File: src/hw/tmr_pkg.sv
// Purpose: constants shared by the dual timer/counter block
// Assumes: 32-bit AHB-Lite data, one register per aligned word
// Notes:   register indices are kept, byte address is index times four
package tmr_pkg;
    localparam logic [7:0]  IDX_RUN_FLAGS   = 8'h88;
    localparam logic [7:0]  IDX_MODE_SEL    = 8'h89;
    localparam logic [7:0]  IDX_T0_LOW      = 8'h8A;
    localparam logic [7:0]  IDX_T1_LOW      = 8'h8B;
    localparam logic [7:0]  IDX_T0_HIGH     = 8'h8C;
    localparam logic [7:0]  IDX_T1_HIGH     = 8'h8D;
    localparam logic [7:0]  IDX_IRQ_STATUS  = 8'h90;
    localparam logic [7:0]  IDX_IRQ_MASK    = 8'h91;
    localparam logic [7:0]  IDX_VECTOR_ACK  = 8'h92;
    localparam int          ADDR_W          = 12;
    // run/flag register bits
    localparam int          B_TF1           = 7;
    localparam int          B_TR1           = 6;
    localparam int          B_TF0           = 5;
    localparam int          B_TR0           = 4;
    localparam int          B_IE1           = 3;
    localparam int          B_IT1           = 2;
    localparam int          B_IE0           = 1;
    localparam int          B_IT0           = 0;
    // mode register bits
    localparam int          B_TIMER1_PIN_GATING         = 7;
    localparam int          B_CSEL1         = 6;
    localparam int          B_MODE1_LO      = 4;
    localparam int          B_TIMER0_PIN_GATING         = 3;
    localparam int          B_CSEL0         = 2;
    localparam int          B_MODE0_LO      = 0;
    localparam logic [1:0]  MODE_PRESCALED  = 2'b00;
    localparam logic [1:0]  MODE_WIDE16     = 2'b01;
    localparam logic [1:0]  MODE_RELOAD8    = 2'b10;
    localparam logic [1:0]  MODE_SPLIT      = 2'b11;
    localparam logic [4:0]  PRESCALE_TOP    = 5'h1F;
    localparam logic [7:0]  REG_RESET       = 8'h00;
    // status/mask layout: 0 t0 ovf, 1 t1 ovf, 2 irq0, 3 irq1
    localparam int          N_EVENTS        = 4;
    // timer tick: one increment per this many system clocks
    localparam int          TICK_DIV        = 2;
    localparam int          CLK_PERIOD_NS   = 20;
endpackage

File: src/hw/dual_timer_counter.sv
// Purpose: two timer/counters with run, gating, four modes, pin irq flags
// Assumes: AHB-Lite slave, zero wait states, single transfers
// Notes:   vector acks come in as a write of event bits to the ack word
// Function
// timer1 overflow sets flag, vector clears it
// timer0 overflow sets flag, vector clears it
// run bits six and four enable timers
// irq1 pin falling edge sets flag
// irq0 pin falling edge sets flag
// trigger type: zero level, one edge
// timer1 gate needs irq1 pin high
// timer0 gate needs irq0 pin high
// timer mode counts every two clocks
// counter mode counts count-pin falling edges
// mode 00 prescaled, mode 01 sixteen bit
// mode 10 low byte reloads from high
// mode 11 splits timer0, stops timer1
// four data bytes readable, writable, reset zero
// prescaler wrap carries into high byte
`timescale 1ns/100ps
module dual_timer_counter
    import tmr_pkg::*;
(
    input  wire logic        hclk,
    input  wire logic        hresetn,
    input  wire logic        hsel,
    input  wire logic [31:0] haddr,
    input  wire logic [1:0]  htrans,
    input  wire logic        hwrite,
    input  wire logic [2:0]  hsize,
    input  wire logic [31:0] hwdata,
    input  wire logic        hready,
    output logic      [31:0] hrdata,
    output logic             hreadyout,
    output logic             hresp,
    input  wire logic        external_irq0_pin,
    input  wire logic        external_irq1_pin,
    input  wire logic        timer0_count_pin,
    input  wire logic        timer1_count_pin,
    output logic             irq0_request,
    output logic             irq1_request,
    output logic             irq
);
    import tmr_pkg::*;

    typedef struct packed {
        logic [7:0]          run_flags;
        logic [7:0]          mode_sel;
        logic [7:0]          t0_low;
        logic [7:0]          t1_low;
        logic [7:0]          t0_high;
        logic [7:0]          t1_high;
        logic [N_EVENTS-1:0] status;
        logic [N_EVENTS-1:0] mask;
        logic                dp_write;
        logic                dp_read;
        logic [7:0]          dp_index;
        logic [31:0]         rdata;
    } tmr_state_t;

    tmr_state_t st;
    tmr_state_t next_st;
    logic       tick;
    logic       t0_fell;
    logic       t1_fell;
    logic       i0_fell;
    logic       i1_fell;

    tick_divider u_tick (
        .hclk    (hclk),
        .hresetn (hresetn),
        .tick    (tick)
    );
    fall_detect u_t0 (
        .hclk    (hclk),
        .hresetn (hresetn),
        .pin     (timer0_count_pin),
        .fell    (t0_fell)
    );
    fall_detect u_t1 (
        .hclk    (hclk),
        .hresetn (hresetn),
        .pin     (timer1_count_pin),
        .fell    (t1_fell)
    );
    fall_detect u_i0 (
        .hclk    (hclk),
        .hresetn (hresetn),
        .pin     (external_irq0_pin),
        .fell    (i0_fell)
    );
    fall_detect u_i1 (
        .hclk    (hclk),
        .hresetn (hresetn),
        .pin     (external_irq1_pin),
        .fell    (i1_fell)
    );

    // gating and source select shared by both timers
    function automatic logic count_step(input logic run, input logic gate,
                                        input logic pin_high, input logic csel,
                                        input logic tick_in, input logic fell);
        logic en;
        en = run & (~gate | pin_high);
        count_step = en & (csel ? fell : tick_in);
    endfunction

    function automatic logic [31:0] word_of(input logic [7:0] b);
        word_of = {24'h000000, b};
    endfunction

    logic       ap_valid;
    logic [7:0] ap_index;
    logic [1:0] m0;
    logic [1:0] m1;
    logic       step0;
    logic       step1;
    logic       step0_hi;
    logic       ovf0;
    logic       ovf1;
    logic [3:0] ev;
    logic [3:0] ack;

    assign ap_valid = hsel & hready & htrans[1];
    assign ap_index = haddr[ADDR_W-1:2] < 10'(256) ? haddr[9:2] : 8'hFF;
    assign m0 = st.mode_sel[B_MODE0_LO+:2];
    assign m1 = st.mode_sel[B_MODE1_LO+:2];

    always_comb begin
        logic [8:0]  lo9;
        logic [8:0]  hi9;
        logic [16:0] w17;
        logic [5:0]  p6;
        logic [7:0]  wb;
        next_st = st;
        lo9 = '0;
        hi9 = '0;
        w17 = '0;
        p6 = '0;
        wb = hwdata[7:0];
        ovf0 = 1'b0;
        ovf1 = 1'b0;
        ack = '0;
        step0 = count_step(st.run_flags[B_TR0], st.mode_sel[B_TIMER0_PIN_GATING], external_irq0_pin,
                           st.mode_sel[B_CSEL0], tick, t0_fell);
        step1 = count_step(st.run_flags[B_TR1], st.mode_sel[B_TIMER1_PIN_GATING], external_irq1_pin,
                           st.mode_sel[B_CSEL1], tick, t1_fell);
        // split high half: always timer-clocked, run by timer1's run bit
        step0_hi = st.run_flags[B_TR1] & tick;

        // timer 0
        if (step0) begin
            case (m0)
                MODE_PRESCALED: begin
                    p6 = {1'b0, st.t0_low[4:0]} + 6'h01;
                    next_st.t0_low = {st.t0_low[7:5], p6[4:0]};
                    if (st.t0_low[4:0] == PRESCALE_TOP) begin
                        hi9 = {1'b0, st.t0_high} + 9'h001;
                        next_st.t0_high = hi9[7:0];
                        ovf0 = hi9[8];
                    end
                end
                MODE_WIDE16: begin
                    w17 = {1'b0, st.t0_high, st.t0_low} + 17'h00001;
                    {next_st.t0_high, next_st.t0_low} = w17[15:0];
                    ovf0 = w17[16];
                end
                MODE_RELOAD8: begin
                    lo9 = {1'b0, st.t0_low} + 9'h001;
                    next_st.t0_low = lo9[8] ? st.t0_high : lo9[7:0];
                    ovf0 = lo9[8];
                end
                default: begin
                    lo9 = {1'b0, st.t0_low} + 9'h001;
                    next_st.t0_low = lo9[7:0];
                    ovf0 = lo9[8];
                end
            endcase
        end
        if (m0 == MODE_SPLIT && step0_hi) begin
            hi9 = {1'b0, st.t0_high} + 9'h001;
            next_st.t0_high = hi9[7:0];
            ovf1 = hi9[8];
        end

        // timer 1; mode 11 holds the count
        if (step1) begin
            case (m1)
                MODE_PRESCALED: begin
                    p6 = {1'b0, st.t1_low[4:0]} + 6'h01;
                    next_st.t1_low = {st.t1_low[7:5], p6[4:0]};
                    if (st.t1_low[4:0] == PRESCALE_TOP) begin
                        lo9 = {1'b0, st.t1_high} + 9'h001;
                        next_st.t1_high = lo9[7:0];
                        ovf1 = ovf1 | (m0 != MODE_SPLIT && lo9[8]);
                    end
                end
                MODE_WIDE16: begin
                    w17 = {1'b0, st.t1_high, st.t1_low} + 17'h00001;
                    {next_st.t1_high, next_st.t1_low} = w17[15:0];
                    ovf1 = ovf1 | (m0 != MODE_SPLIT && w17[16]);
                end
                MODE_RELOAD8: begin
                    lo9 = {1'b0, st.t1_low} + 9'h001;
                    next_st.t1_low = lo9[8] ? st.t1_high : lo9[7:0];
                    ovf1 = ovf1 | (m0 != MODE_SPLIT && lo9[8]);
                end
                default: begin
                    next_st.t1_low = st.t1_low;
                end
            endcase
        end

        // data phase of a write; a write to a count byte replaces that byte's count step that cycle
        if (st.dp_write) begin
            if (st.dp_index == IDX_RUN_FLAGS) begin
                next_st.run_flags = wb;
            end else if (st.dp_index == IDX_MODE_SEL) begin
                next_st.mode_sel = wb;
            end else if (st.dp_index == IDX_T0_LOW) begin
                next_st.t0_low = wb;
            end else if (st.dp_index == IDX_T1_LOW) begin
                next_st.t1_low = wb;
            end else if (st.dp_index == IDX_T0_HIGH) begin
                next_st.t0_high = wb;
            end else if (st.dp_index == IDX_T1_HIGH) begin
                next_st.t1_high = wb;
            end else if (st.dp_index == IDX_IRQ_MASK) begin
                next_st.mask = wb[N_EVENTS-1:0];
            end else if (st.dp_index == IDX_VECTOR_ACK) begin
                ack = wb[3:0];
            end
        end

        // vector acknowledge clears flags; a new event wins
        if (ack[0]) next_st.run_flags[B_TF0] = 1'b0;
        if (ack[1]) next_st.run_flags[B_TF1] = 1'b0;
        if (ack[2]) next_st.run_flags[B_IE0] = 1'b0;
        if (ack[3]) next_st.run_flags[B_IE1] = 1'b0;
        if (ovf0) next_st.run_flags[B_TF0] = 1'b1;
        if (ovf1) next_st.run_flags[B_TF1] = 1'b1;
        if (st.run_flags[B_IT0] ? i0_fell : ~external_irq0_pin)
            next_st.run_flags[B_IE0] = 1'b1;
        if (st.run_flags[B_IT1] ? i1_fell : ~external_irq1_pin)
            next_st.run_flags[B_IE1] = 1'b1;

        // sticky status, cleared by a read; set beats the clear
        ev = {next_st.run_flags[B_IE1] & ~st.run_flags[B_IE1],
              next_st.run_flags[B_IE0] & ~st.run_flags[B_IE0],
              ovf1, ovf0};
        if (st.dp_read && st.dp_index == IDX_IRQ_STATUS) begin
            next_st.status = '0;
        end
        next_st.status = next_st.status | ev;

        // address phase and read data
        next_st.dp_write = ap_valid & hwrite;
        next_st.dp_read = ap_valid & ~hwrite;
        next_st.dp_index = ap_index;
        next_st.rdata = '0;
        if (ap_valid && !hwrite) begin
            if (ap_index == IDX_RUN_FLAGS) begin
                next_st.rdata = word_of(next_st.run_flags);
            end else if (ap_index == IDX_MODE_SEL) begin
                next_st.rdata = word_of(next_st.mode_sel);
            end else if (ap_index == IDX_T0_LOW) begin
                next_st.rdata = word_of(next_st.t0_low);
            end else if (ap_index == IDX_T1_LOW) begin
                next_st.rdata = word_of(next_st.t1_low);
            end else if (ap_index == IDX_T0_HIGH) begin
                next_st.rdata = word_of(next_st.t0_high);
            end else if (ap_index == IDX_T1_HIGH) begin
                next_st.rdata = word_of(next_st.t1_high);
            end else if (ap_index == IDX_IRQ_STATUS) begin
                next_st.rdata = {28'h0000000, next_st.status};
            end else if (ap_index == IDX_IRQ_MASK) begin
                next_st.rdata = {28'h0000000, next_st.mask};
            end else begin
                next_st.rdata = 32'h00000000;
            end
        end
    end

    always_ff @(posedge hclk or negedge hresetn) begin
        if (!hresetn) begin
            st <= '0;
        end else begin
            st <= next_st;
        end
    end

    // zero wait states; unmapped words read zero and ignore writes
    assign hreadyout = 1'b1;
    assign hresp = 1'b0;
    assign hrdata = st.rdata;
    assign irq0_request = st.run_flags[B_TF0] | st.run_flags[B_IE0];
    assign irq1_request = st.run_flags[B_TF1] | st.run_flags[B_IE1];
    assign irq = |(st.status & st.mask);
endmodule

File: src/hw/fall_detect.sv
// Purpose: falling-edge pulse of a pin, from its level one clock earlier
// Assumes: pin synchronous to hclk
// Notes:   reset value high so a pin already low at release is seen as an edge
`timescale 1ns/100ps
module fall_detect (
    input  wire logic hclk,
    input  wire logic hresetn,
    input  wire logic pin,
    output logic      fell
);
    typedef struct packed {
        logic prev;
    } edge_state_t;

    edge_state_t st;
    edge_state_t next_st;

    always_comb begin
        next_st.prev = pin;
    end

    always_ff @(posedge hclk or negedge hresetn) begin
        if (!hresetn) begin
            st <= '1;
        end else begin
            st <= next_st;
        end
    end

    assign fell = st.prev & ~pin;
endmodule

File: src/hw/tick_divider.sv
// Purpose: one-cycle enable every TICK_DIV clocks
// Assumes: single clock domain
// Notes:   free running from reset
`timescale 1ns/100ps
module tick_divider
    import tmr_pkg::*;
(
    input  wire logic hclk,
    input  wire logic hresetn,
    output logic      tick
);
    typedef struct packed {
        logic [3:0] cnt;
        logic       tick;
    } div_state_t;

    div_state_t st;
    div_state_t next_st;

    always_comb begin
        next_st = st;
        next_st.tick = 1'b0;
        if (st.cnt == 4'(TICK_DIV - 1)) begin
            next_st.cnt = 4'h0;
            next_st.tick = 1'b1;
        end else begin
            next_st.cnt = st.cnt + 4'h1;
        end
    end

    always_ff @(posedge hclk or negedge hresetn) begin
        if (!hresetn) begin
            st <= '0;
        end else begin
            st <= next_st;
        end
    end

    assign tick = st.tick;
endmodule

File: config.mk
export PLATFORM = sky130hd
export DESIGN_NAME = dual_timer_counter
export DESIGN_NICKNAME = d
export VERILOG_FILES = /design/src/hw/tmr_pkg.sv /design/src/hw/dual_timer_counter.sv /design/src/hw/fall_detect.sv /design/src/hw/tick_divider.sv
export SDC_FILE = /design/constraint.sdc
export NUM_CORES = 1
export LEC_CHECK = 0
export ABC_CLOCK_PERIOD_IN_PS = 3500
export BUFFER_PORTS_ARGS = -buffer_cell sky130_fd_sc_hd__buf_4
export CAP_MARGIN = 25
export CORE_MARGIN = 2
export CORE_UTILIZATION = 45
export DETAILED_ROUTE_END_ITERATION = 8
export MAX_ROUTING_LAYER = met4
export PLACE_DENSITY = 0.67
export RECOVER_POWER = 25
export SLEW_MARGIN = 20
export SYNTH_ARGS = -nofsm -noshare
export SYNTH_HDL_FRONTEND = slang
export SYNTH_SLANG_ARGS = --single-unit
File: constraint.sdc
create_clock -name hclk -period 3.5 [get_ports hclk]
set_clock_uncertainty 0.1 [all_clocks]
set_input_delay 0 -clock hclk [delete_from_list [all_inputs] [get_ports hclk]]
set_output_delay 0 -clock hclk [all_outputs]
set_load 0.05 [all_outputs]
# ---- After elaboration in Yosys (flattened, before gate mapping)
# Cells that the tools add are included.
dict set report totals {
  elab_cells 171
  out_inout_bits 37
  input_bits 78
  reg_bits 107
}
dict set report classes {
  n_bitwise 33
  reduce_logical 10
  order_cmp 1
  n_addsub 9
  mux 74
  eq_ne 26
}
# operator count
set ops {}
lappend ops {{$mux 8} 24}
lappend ops {{$eq 8x8->1 const B} 17}
lappend ops {{$mux 4} 21}
lappend ops {{$mux 48} 1}
lappend ops {{$pmux 8 s3} 2}
lappend ops {{$mux 40} 1}
lappend ops {{$add 8x1->9 const B} 4}
lappend ops {{$add 16x1->17 const B} 2}
lappend ops {{$mux 32} 1}
lappend ops {{$pmux 8 s2} 2}
lappend ops {{$mux 24} 1}
lappend ops {{$mux 1} 18}
lappend ops {{$mux 16} 1}
lappend ops {{$and 1x1->1} 15}
lappend ops {{$add 5x1->5 const B} 2}
lappend ops {{$eq 5x5->1 const B} 2}
lappend ops {{$lt 10x9->1 const B} 1}
lappend ops {{$not 1->1} 9}
lappend ops {{$or 1x1->1} 7}
lappend ops {{$eq 2x2->1 const B} 3}
lappend ops {{$logic_and 1x1->1} 6}
lappend ops {{$add 4x1->4 const B} 1}
lappend ops {{$and 4x4->4} 1}
lappend ops {{$eq 2x1->1 const B} 2}
lappend ops {{8 further kinds} 9}

# ---- Depth between registers and ports, before layout
# Gate-level depths: netlist of the first run.
dict set report logic_depth {
  word_depth 24
  depth_mapped 12
  ltp_nobuf 12
}

# ---- Modules after synthesis
# From an unflattened synthesis of the first run, not the netlist that was laid out.
dict set report hier_totals {
  cells_unflattened 663
  hier_area_um2 5766.8
}
# module area_each_um2 cells_each n_inst
set by_module_without_submodules {}
lappend by_module_without_submodules {dual_timer_counter 5425.2 640 1}
lappend by_module_without_submodules {tick_divider 181.4 15 1}
lappend by_module_without_submodules {fall_detect 40.0 2 4}

# ---- Worst setup path after synthesis of the first run
# Ideal clock, no wire load.
dict set report synth_path {
  path_kind {register to register}
  start {register st[74] in the netlist's numbering}
  end {register st (netlist bit hrdata[2])}
  required_time_ns 3.271
  path_buffers 0
  synth_period_minus_slack_ns 2.774
  setup_slack_ns 0.726
  stages_incl_launch_ff 13
  arrival_time_ns 2.546
  cell_sequence {dfrtp_1 > ha_1 > nand3_1 > inv_1 > ha_1 > or3b_2 > o31ai_1 > a21o_1 > nand2_1 > xnor2_1 > a221o_1 > a31oi_1 > o32ai_1}
}
# item line_no
set synth_rtl {}
lappend synth_rtl {{start, declared} dual_timer_counter.sv:61} ;# tmr_state_t st;
lappend synth_rtl {{start signal, assigned} dual_timer_counter.sv:288} ;# st <= next_st;

==> results of run 1 <==
-- tightest hold or removal path, cell delays in order --
cell and delay (ns):
buf_4 0.13, nor4b_2 0.09, nand2_1 0.09, nor2_1 0.09
a21oi_1 0.13, a211oi_1 0.08
-- through the flow --
step / worst slack, ns / cells
global route: 0.164 / 919
finish: 0.383 / 919
global placement: 0.459 / 868
floorplan: 0.726 / 711
detailed placement: 0.454 / 869
CTS: 0.430 / 919
-- final cells by class --
cell class                      instances  area [µm²]  share of cell area
Clock buffer                           12         246              0.0370
Clock inverter                          4        50.0             0.00751
Inverter                               20        75.1              0.0113
Multi-Input combinational cell        541        3270               0.490
Sequential cell                        83        2080               0.312
Tap cell                              172         215              0.0323
Timing Repair Buffer                   87         732               0.110
-- routing by layer --
metal,share of wire,vias to the layer above
met2,0.48,256
met3,0.065,48
li1,-,2574
met1,0.43,2731
met4,0.034,0
met5,0,-
-- cell families (layout without fill, tap and decap cells) --
| kind of cell | count (synthesis) | after routing | synth area share |
|---|---|---|---|
| compound gates | 205 | 205 | 0.234 |
| xor+xnor | 8 | 8 | 0.0122 |
| fa+ha+maj | 10 | 10 | 0.0217 |
| buf+inv | 87 | 123 | 0.0879 |
| flops | 83 | 83 | 0.361 |
| mux | 16 | 16 | 0.0306 |
| other cells | 2 | 26 | 0.00130 |
| simple gates | 276 | 276 | 0.251 |
-- synth_stat cells (5+ instances only) --
cell type / count / area (µm²)
nand2_1: 88 / 330
dfrtp_1: 79 / 1980
o21ai_0: 58 / 290
nor2_1: 56 / 210
a21oi_1: 40 / 200
buf_4: 37 / 278
nand3_1: 31 / 155
inv_1: 20 / 75.1
clkbuf_1: 18 / 67.6
nor3_1: 12 / 60.1
and3_1: 11 / 68.8
nand4_1: 11 / 68.8
a31oi_1: 10 / 62.6
ha_1: 10 / 125
a211oi_1: 9 / 67.6
mux2_2: 9 / 101
o211ai_1: 9 / 67.6
or3_1: 9 / 56.3
a21o_1: 8 / 60.1
o31ai_1: 7 / 52.6
and4_1: 6 / 52.6
buf_2: 6 / 30.0
mux2i_1: 6 / 60.1
nor3b_1: 6 / 45.0
a221o_1: 5 / 50.1
a22oi_1: 5 / 37.5
or2_2: 5 / 31.3
xnor2_1: 5 / 43.8
-- worst max path at each step --
| stage | to | cells after the start | slack [ns] | start |
|---|---|---|---|---|
| 2_1_floorplan | hrdata[2] | 12 | 0.73 | st[74] |
| 3_3_place_gp | hrdata[2] | 12 | 0.46 | st[74] |
| 3_5_place_dp | hrdata[6] | 12 | 0.45 | st[74] |
| 4_1_cts | hrdata[6] | 12 | 0.43 | st[74] |
| 5_1_grt | hrdata[6] | 12 | 0.16 | st[74] |
| 6_report | hrdata[6] | 12 | 0.38 | st[74] |
-- power groups by stage --
stage | sequential, mW | combinational, mW | clock [mW]
final | 1.26 | 0.708 | 0.955
after CTS | 1.25 | 0.699 | 0.975
after floorplan | 1.19 | 0.530 | 0
after detailed placement | 1.26 | 0.670 | 0
after global placement | 1.26 | 0.658 | 0
after global routing | 1.27 | 0.773 | 1.02
-- flip-flops by register name (all words and copies together) (netlist names) --
signal       count
st              62
hrdata           8
u_tick.st        4
m0               2
m1               2
u_i0.st          1
u_i1.st          1
u_t0.st          1
u_t1.st          1
u_tick.tick      1
-- cell usage in the layout (no fill, tap or decap), types with 6 or more instances in the layout --
master         Yosys  layout
mux2i_1            6       6
nand2_1           88      88
and4_1             6       6
dfrtp_1           79      79
nor3_1            12      12
nor3b_1            6       6
a31oi_1           10      10
o21ai_0           58      58
buf_4             37      47
or3_1              9       9
nor2_1            56      56
inv_1             20      20
mux2_2             9       9
and3_1            11      11
conb_1             2      26
nand4_1           11      11
nand3_1           31      31
ha_1              10      10
a21o_1             8       8
dlygate4sd3_1      0      34
a21oi_1           40      40
a211oi_1           9       9
clkbuf_16          0       9
clkbuf_1          18       7
o31ai_1            7       7
o211ai_1           9       9
==> impl_metrics.env, run 1 <==
export IMPL_core_area_um2=12600
export IMPL_cts_tree="done"
export IMPL_synth_async_sr_flop_share=1.00
export IMPL_crit_path_max_incr_delay_ns=0.51
export IMPL_r2r_start="st[74]"
export IMPL_row_count=41
export IMPL_reg2regPathDepth=12
export IMPL_antenna_found_initial=0
export IMPL_r2r_end="hrdata[6]"
export IMPL_period_needed_ns=3.12
export IMPL_drc=0
export IMPL_clk_path_buf_depth=2
export IMPL_p_per_area_nw_per_um2=438
export IMPL_area_delta_synth_final_pct=15.6
export IMPL_grt_pass1_wl_um=29200
export IMPL_finalSetupTns_ns=0
export IMPL_synth_area_um2=5770
export IMPL_fillers=1197
export IMPL_utilization=0.531
export IMPL_worstPathMaxFanout=6
export IMPL_grt_ovfl_total=0
export IMPL_cts_max_level=3
export IMPL_ctsResizeCount=0
export IMPL_violations="max-capacitance violations, max-slew violations"
export IMPL_syn_inst=687
export IMPL_cp_required_ns=3.64
export IMPL_clkPwrFrac=0.327
export IMPL_ios=115
export IMPL_yosys_cell_types_count=92
export IMPL_seqPwrFrac=0.431
export IMPL_drive_gt1_frac=0.134
export IMPL_path_clk_slew_ns=0.06
export IMPL_track_usage=0.296
export IMPL_cap_violations=1
export IMPL_grtUsageMet2=0.463
export IMPL_met1_usage=0.387
export IMPL_ant_nets=0
export IMPL_dr_first_iter_drc_count=524
export IMPL_drt_first_pass_iters=5
export IMPL_vias_per_cell=6.10
export IMPL_min_to="hrdata[6]"
export IMPL_status="complete, but fails checks"
export IMPL_final_hold_violation_count=0
export IMPL_first_global_vias=5271
export IMPL_wl_per_cell_um=20.6
export IMPL_p_int_mw=1.91
export IMPL_ys_seq_area_frac=0.361
export IMPL_ctsRootBufferMaster="clkbuf_16"
export IMPL_nets=830
export IMPL_busiest_layer="met2"
export IMPL_ir_worst_vdd_uv=306
export IMPL_avgSynthCellArea_um2=8.39
export IMPL_io_buffers=38
export IMPL_gr_usage_met3=0.0469
export IMPL_critPathCaptureType="register"
export IMPL_rsz0062_at_grt="no"
export IMPL_p_comb_frac=0.242
export IMPL_grt_max_degree=45
export IMPL_finalInstanceArea_um2=6670
export IMPL_synth_ff_type="dfrtp_1"
export IMPL_totalWireLength_um=18900
export IMPL_vias=5609
export IMPL_cts_sinks=83
export IMPL_power_leakage_nw=2.75
export IMPL_ys_seq_elements=83
export IMPL_synth_edff_count=0
export IMPL_hold_buffers=34
export IMPL_slowest_stage="or3b_2"
export IMPL_p_sw_frac=0.346
export IMPL_slew_violations=44
export IMPL_worstSetupPathType="reg -> reg"
export IMPL_dieArea_um2=13700
export IMPL_hold_depth=6
export IMPL_finalHoldWorstSlack_ns=0.218
export IMPL_fmax_mhz=321
export IMPL_tightestPinTransition_ns=2.52
export IMPL_dpl_cell_area_um2=6050
export IMPL_cp_num_buf_inv=1
export IMPL_worstSetupStartpointType="register"
export IMPL_worstPathArrival_ns=3.25
export IMPL_die_w_um=117
export IMPL_clock_latency_ns=0.34
export IMPL_synth_warning_count=0
export IMPL_cp_common_cell="ha_1"
export IMPL_cts_setup_buffers=0
export IMPL_netSwitchingPower_mw=1.01
export IMPL_crit_path_cell_trace="ha_1 > nand3_1 > inv_1 > ha_1 > or3b_2 > o31ai_1 > a21o_1 > nand4_1 > xor2_1 > o21ai_0 > a221oi_1 > a211oi_1"
export IMPL_place_congestion=1.00
export IMPL_hp_class="in -> reg"
export IMPL_num_antenna_cells=0
export IMPL_rrSetupSlack_ns=0.38
export IMPL_crit_family="compound AO/OA/AOI/OAI gates"
export IMPL_die_h_um=117
export IMPL_hpwl_um=14100
export IMPL_finalSetupViolations=0
export IMPL_min_from="haddr[11]"
export IMPL_finalPower_mw=2.92
export IMPL_period_share=0.891
export IMPL_relSlewSlack=-0.677
export IMPL_start_util=0.459
export IMPL_numCtsBuffers=9
Power figures use the tool's default switching activity.
==> inputs of run 2 (changes only) <==
ABC_CLOCK_PERIOD_IN_PS = 3800   (was 3500)
clock period = 3.8 ns   (was 3.5 ns; I/O delays follow)
==> impl_metrics.env, run 2 (synthesis results as in run 1) <==
export IMPL_rsz0062_at_grt="no"
export IMPL_cts_max_level=3
export IMPL_area_delta_synth_final_pct=14.3
export IMPL_vias=5588
export IMPL_critPathCaptureType="register"
export IMPL_ios=115
export IMPL_p_sw_frac=0.336
export IMPL_ctsRootBufferMaster="clkbuf_16"
export IMPL_io_buffers=38
export IMPL_first_global_vias=5126
export IMPL_worstPathArrival_ns=3.47
export IMPL_grt_max_degree=84
export IMPL_row_count=41
export IMPL_grt_ovfl_total=0
export IMPL_p_comb_frac=0.236
export IMPL_mostFrequentLayoutCells="nand2_1 (88), dfrtp_1 (79), o21ai_0 (58)"
export IMPL_num_antenna_cells=0
export IMPL_finalSetupViolations=0
export IMPL_min_from="htrans[1]"
export IMPL_die_h_um=117
export IMPL_hpwl_um=13900
export IMPL_nets=822
export IMPL_top_register="st"
export IMPL_die_w_um=117
export IMPL_slew_violations=84
export IMPL_r2r_end="hrdata[5]"
export IMPL_wl_per_cell_um=20.8
export IMPL_totalWireLength_um=18900
export IMPL_numCtsBuffers=9
export IMPL_drt_first_pass_iters=5
export IMPL_clock_latency_ns=0.33
export IMPL_period_share=0.878
export IMPL_cts_tree="done"
export IMPL_wl_met3_um=1190
export IMPL_wl_met2_um=9100
export IMPL_cts_sinks=83
export IMPL_worstSetupPathType="reg -> reg"
export IMPL_reg2regPathDepth=11
export IMPL_top_layer="met4"
export IMPL_multi_input_area_um2=3270
export IMPL_largest_reg_flops=62
export IMPL_worst_slack_ns=0.465
export IMPL_track_usage=0.293
export IMPL_crit_end="hrdata[5]"
export IMPL_power_leakage_nw=2.70
export IMPL_vias_per_cell=6.13
export IMPL_core_area_um2=12600
export IMPL_worstSetupStartpointType="register"
export IMPL_drive_gt1_frac=0.122
export IMPL_fillers=1198
export IMPL_netSwitchingPower_mw=0.905
export IMPL_dr_first_iter_drc_count=531
export IMPL_period_needed_ns=3.34
export IMPL_violations="max-capacitance violations, max-slew violations"
export IMPL_r2r_start="st[74]"
export IMPL_tightestPinTransition_ns=2.07
export IMPL_clk_path_buf_depth=2
export IMPL_clkPwrFrac=0.336
export IMPL_rrSetupSlack_ns=0.46
export IMPL_dieArea_um2=13700
export IMPL_seqPwrFrac=0.428
export IMPL_status="complete, but fails checks"
export IMPL_final_hold_violation_count=0
export IMPL_fmax_mhz=300
export IMPL_finalSetupTns_ns=0
export IMPL_pre_cts_ws_ns=0.522
export IMPL_grt_pass1_wl_um=29000
export IMPL_drc=0
export IMPL_path_clk_slew_ns=0.06
export IMPL_cp_required_ns=3.94
export IMPL_relSlewSlack=-0.382
export IMPL_hp_class="in -> reg"
export IMPL_worstPathMaxFanout=7
export IMPL_p_per_area_nw_per_um2=409
export IMPL_critPathLaunch="st[74]"
export IMPL_ant_nets=0
export IMPL_place_congestion=0.967
export IMPL_mostFrequentLayoutCell="nand2_1"
export IMPL_cap_violations=1
export IMPL_start_util=0.459
export IMPL_antenna_found_initial=0
export IMPL_ctsResizeCount=0
export IMPL_routedLengthMet1_um=7960
export IMPL_ir_worst_vdd_uv=244
export IMPL_p_int_mw=1.79
export IMPL_seqCellArea_um2=2080
[run 2: cell count changes in the layout (fill, tap and decap cells not counted)]
cell           previous run  this run
clkinvlp_4                2         1
clkinv_2                  1         2
clkbuf_2                  0         1
dlygate4sd3_1            34        33
buf_12                    1         0
clkbuf_1                  7        10
buf_4                    47        35
clkbuf_8                  1         3
[run 2: power by group through the flow]
stage | clock [mW] | sequential, mW | combinational (mW)
floorplan | 0 | 1.09 | 0.488
global placement | 0 | 1.16 | 0.594
detailed placement | 0 | 1.16 | 0.602
CTS | 0.918 | 1.15 | 0.630
global route | 0.959 | 1.17 | 0.697
finish | 0.906 | 1.15 | 0.635
[run 2: what timing repair did]
item / in CTS / in global routing
buffers inserted: 0 / 0
endpoints found under the hold margin: 141 / 0
hold buffers: 33 / 0
[run 2: how the worst min path moves through the flow]
stage	to	slack, ns	cells past startpoint
6_report	hrdata[1]	0.06	5
5_1_grt	hrdata[1]	0.11	5
4_1_cts	hrdata[1]	0.03	5
3_5_place_dp	u_t1.st	0.02	1
3_3_place_gp	u_t1.st	0.03	1
2_1_floorplan	hrdata[0]	-0.40	0
[run 2: worst max-delay path, cell delays in order, from the launching register on]
cell     delay, ns
dfrtp_1       0.42
ha_1          0.21
nand3_1       0.17
inv_1         0.15
ha_1          0.32
or3b_2        0.54
o21ai_0       0.35
a32oi_1       0.09
a31oi_1       0.37
a22oi_1       0.16
o31a_1        0.14
a31oi_1       0.22
[run 2: routing by layer]
layer | track usage | up-vias
met3 | 0.0541 | 50
met1 | 0.372 | 2719
met4 | 0.107 | 0
met2 | 0.470 | 258
li1 | - | 2561
met5 | - | -
[run 2: layout make-up]
type,instances,area share
Clock inverter,4,0.00722
Clock buffer,12,0.0404
Tap cell,172,0.0327
Sequential cell,83,0.316
Inverter,20,0.0114
Timing Repair Buffer,79,0.0965
Multi-Input combinational cell,541,0.496
[run 2: stage by stage]
stage,cells,power (mW),hold WS [ns],util,area [µm²]
final,911,2.69,0.0567,0.524,6590
after global routing,911,2.83,0.106,0.524,6590
after CTS,911,2.69,0.0279,0.527,6630
after detailed placement,862,1.76,0.0243,0.476,5980
after global placement,862,1.75,0.0286,0.476,5980
after floorplan,711,1.58,-0.396,-,5860
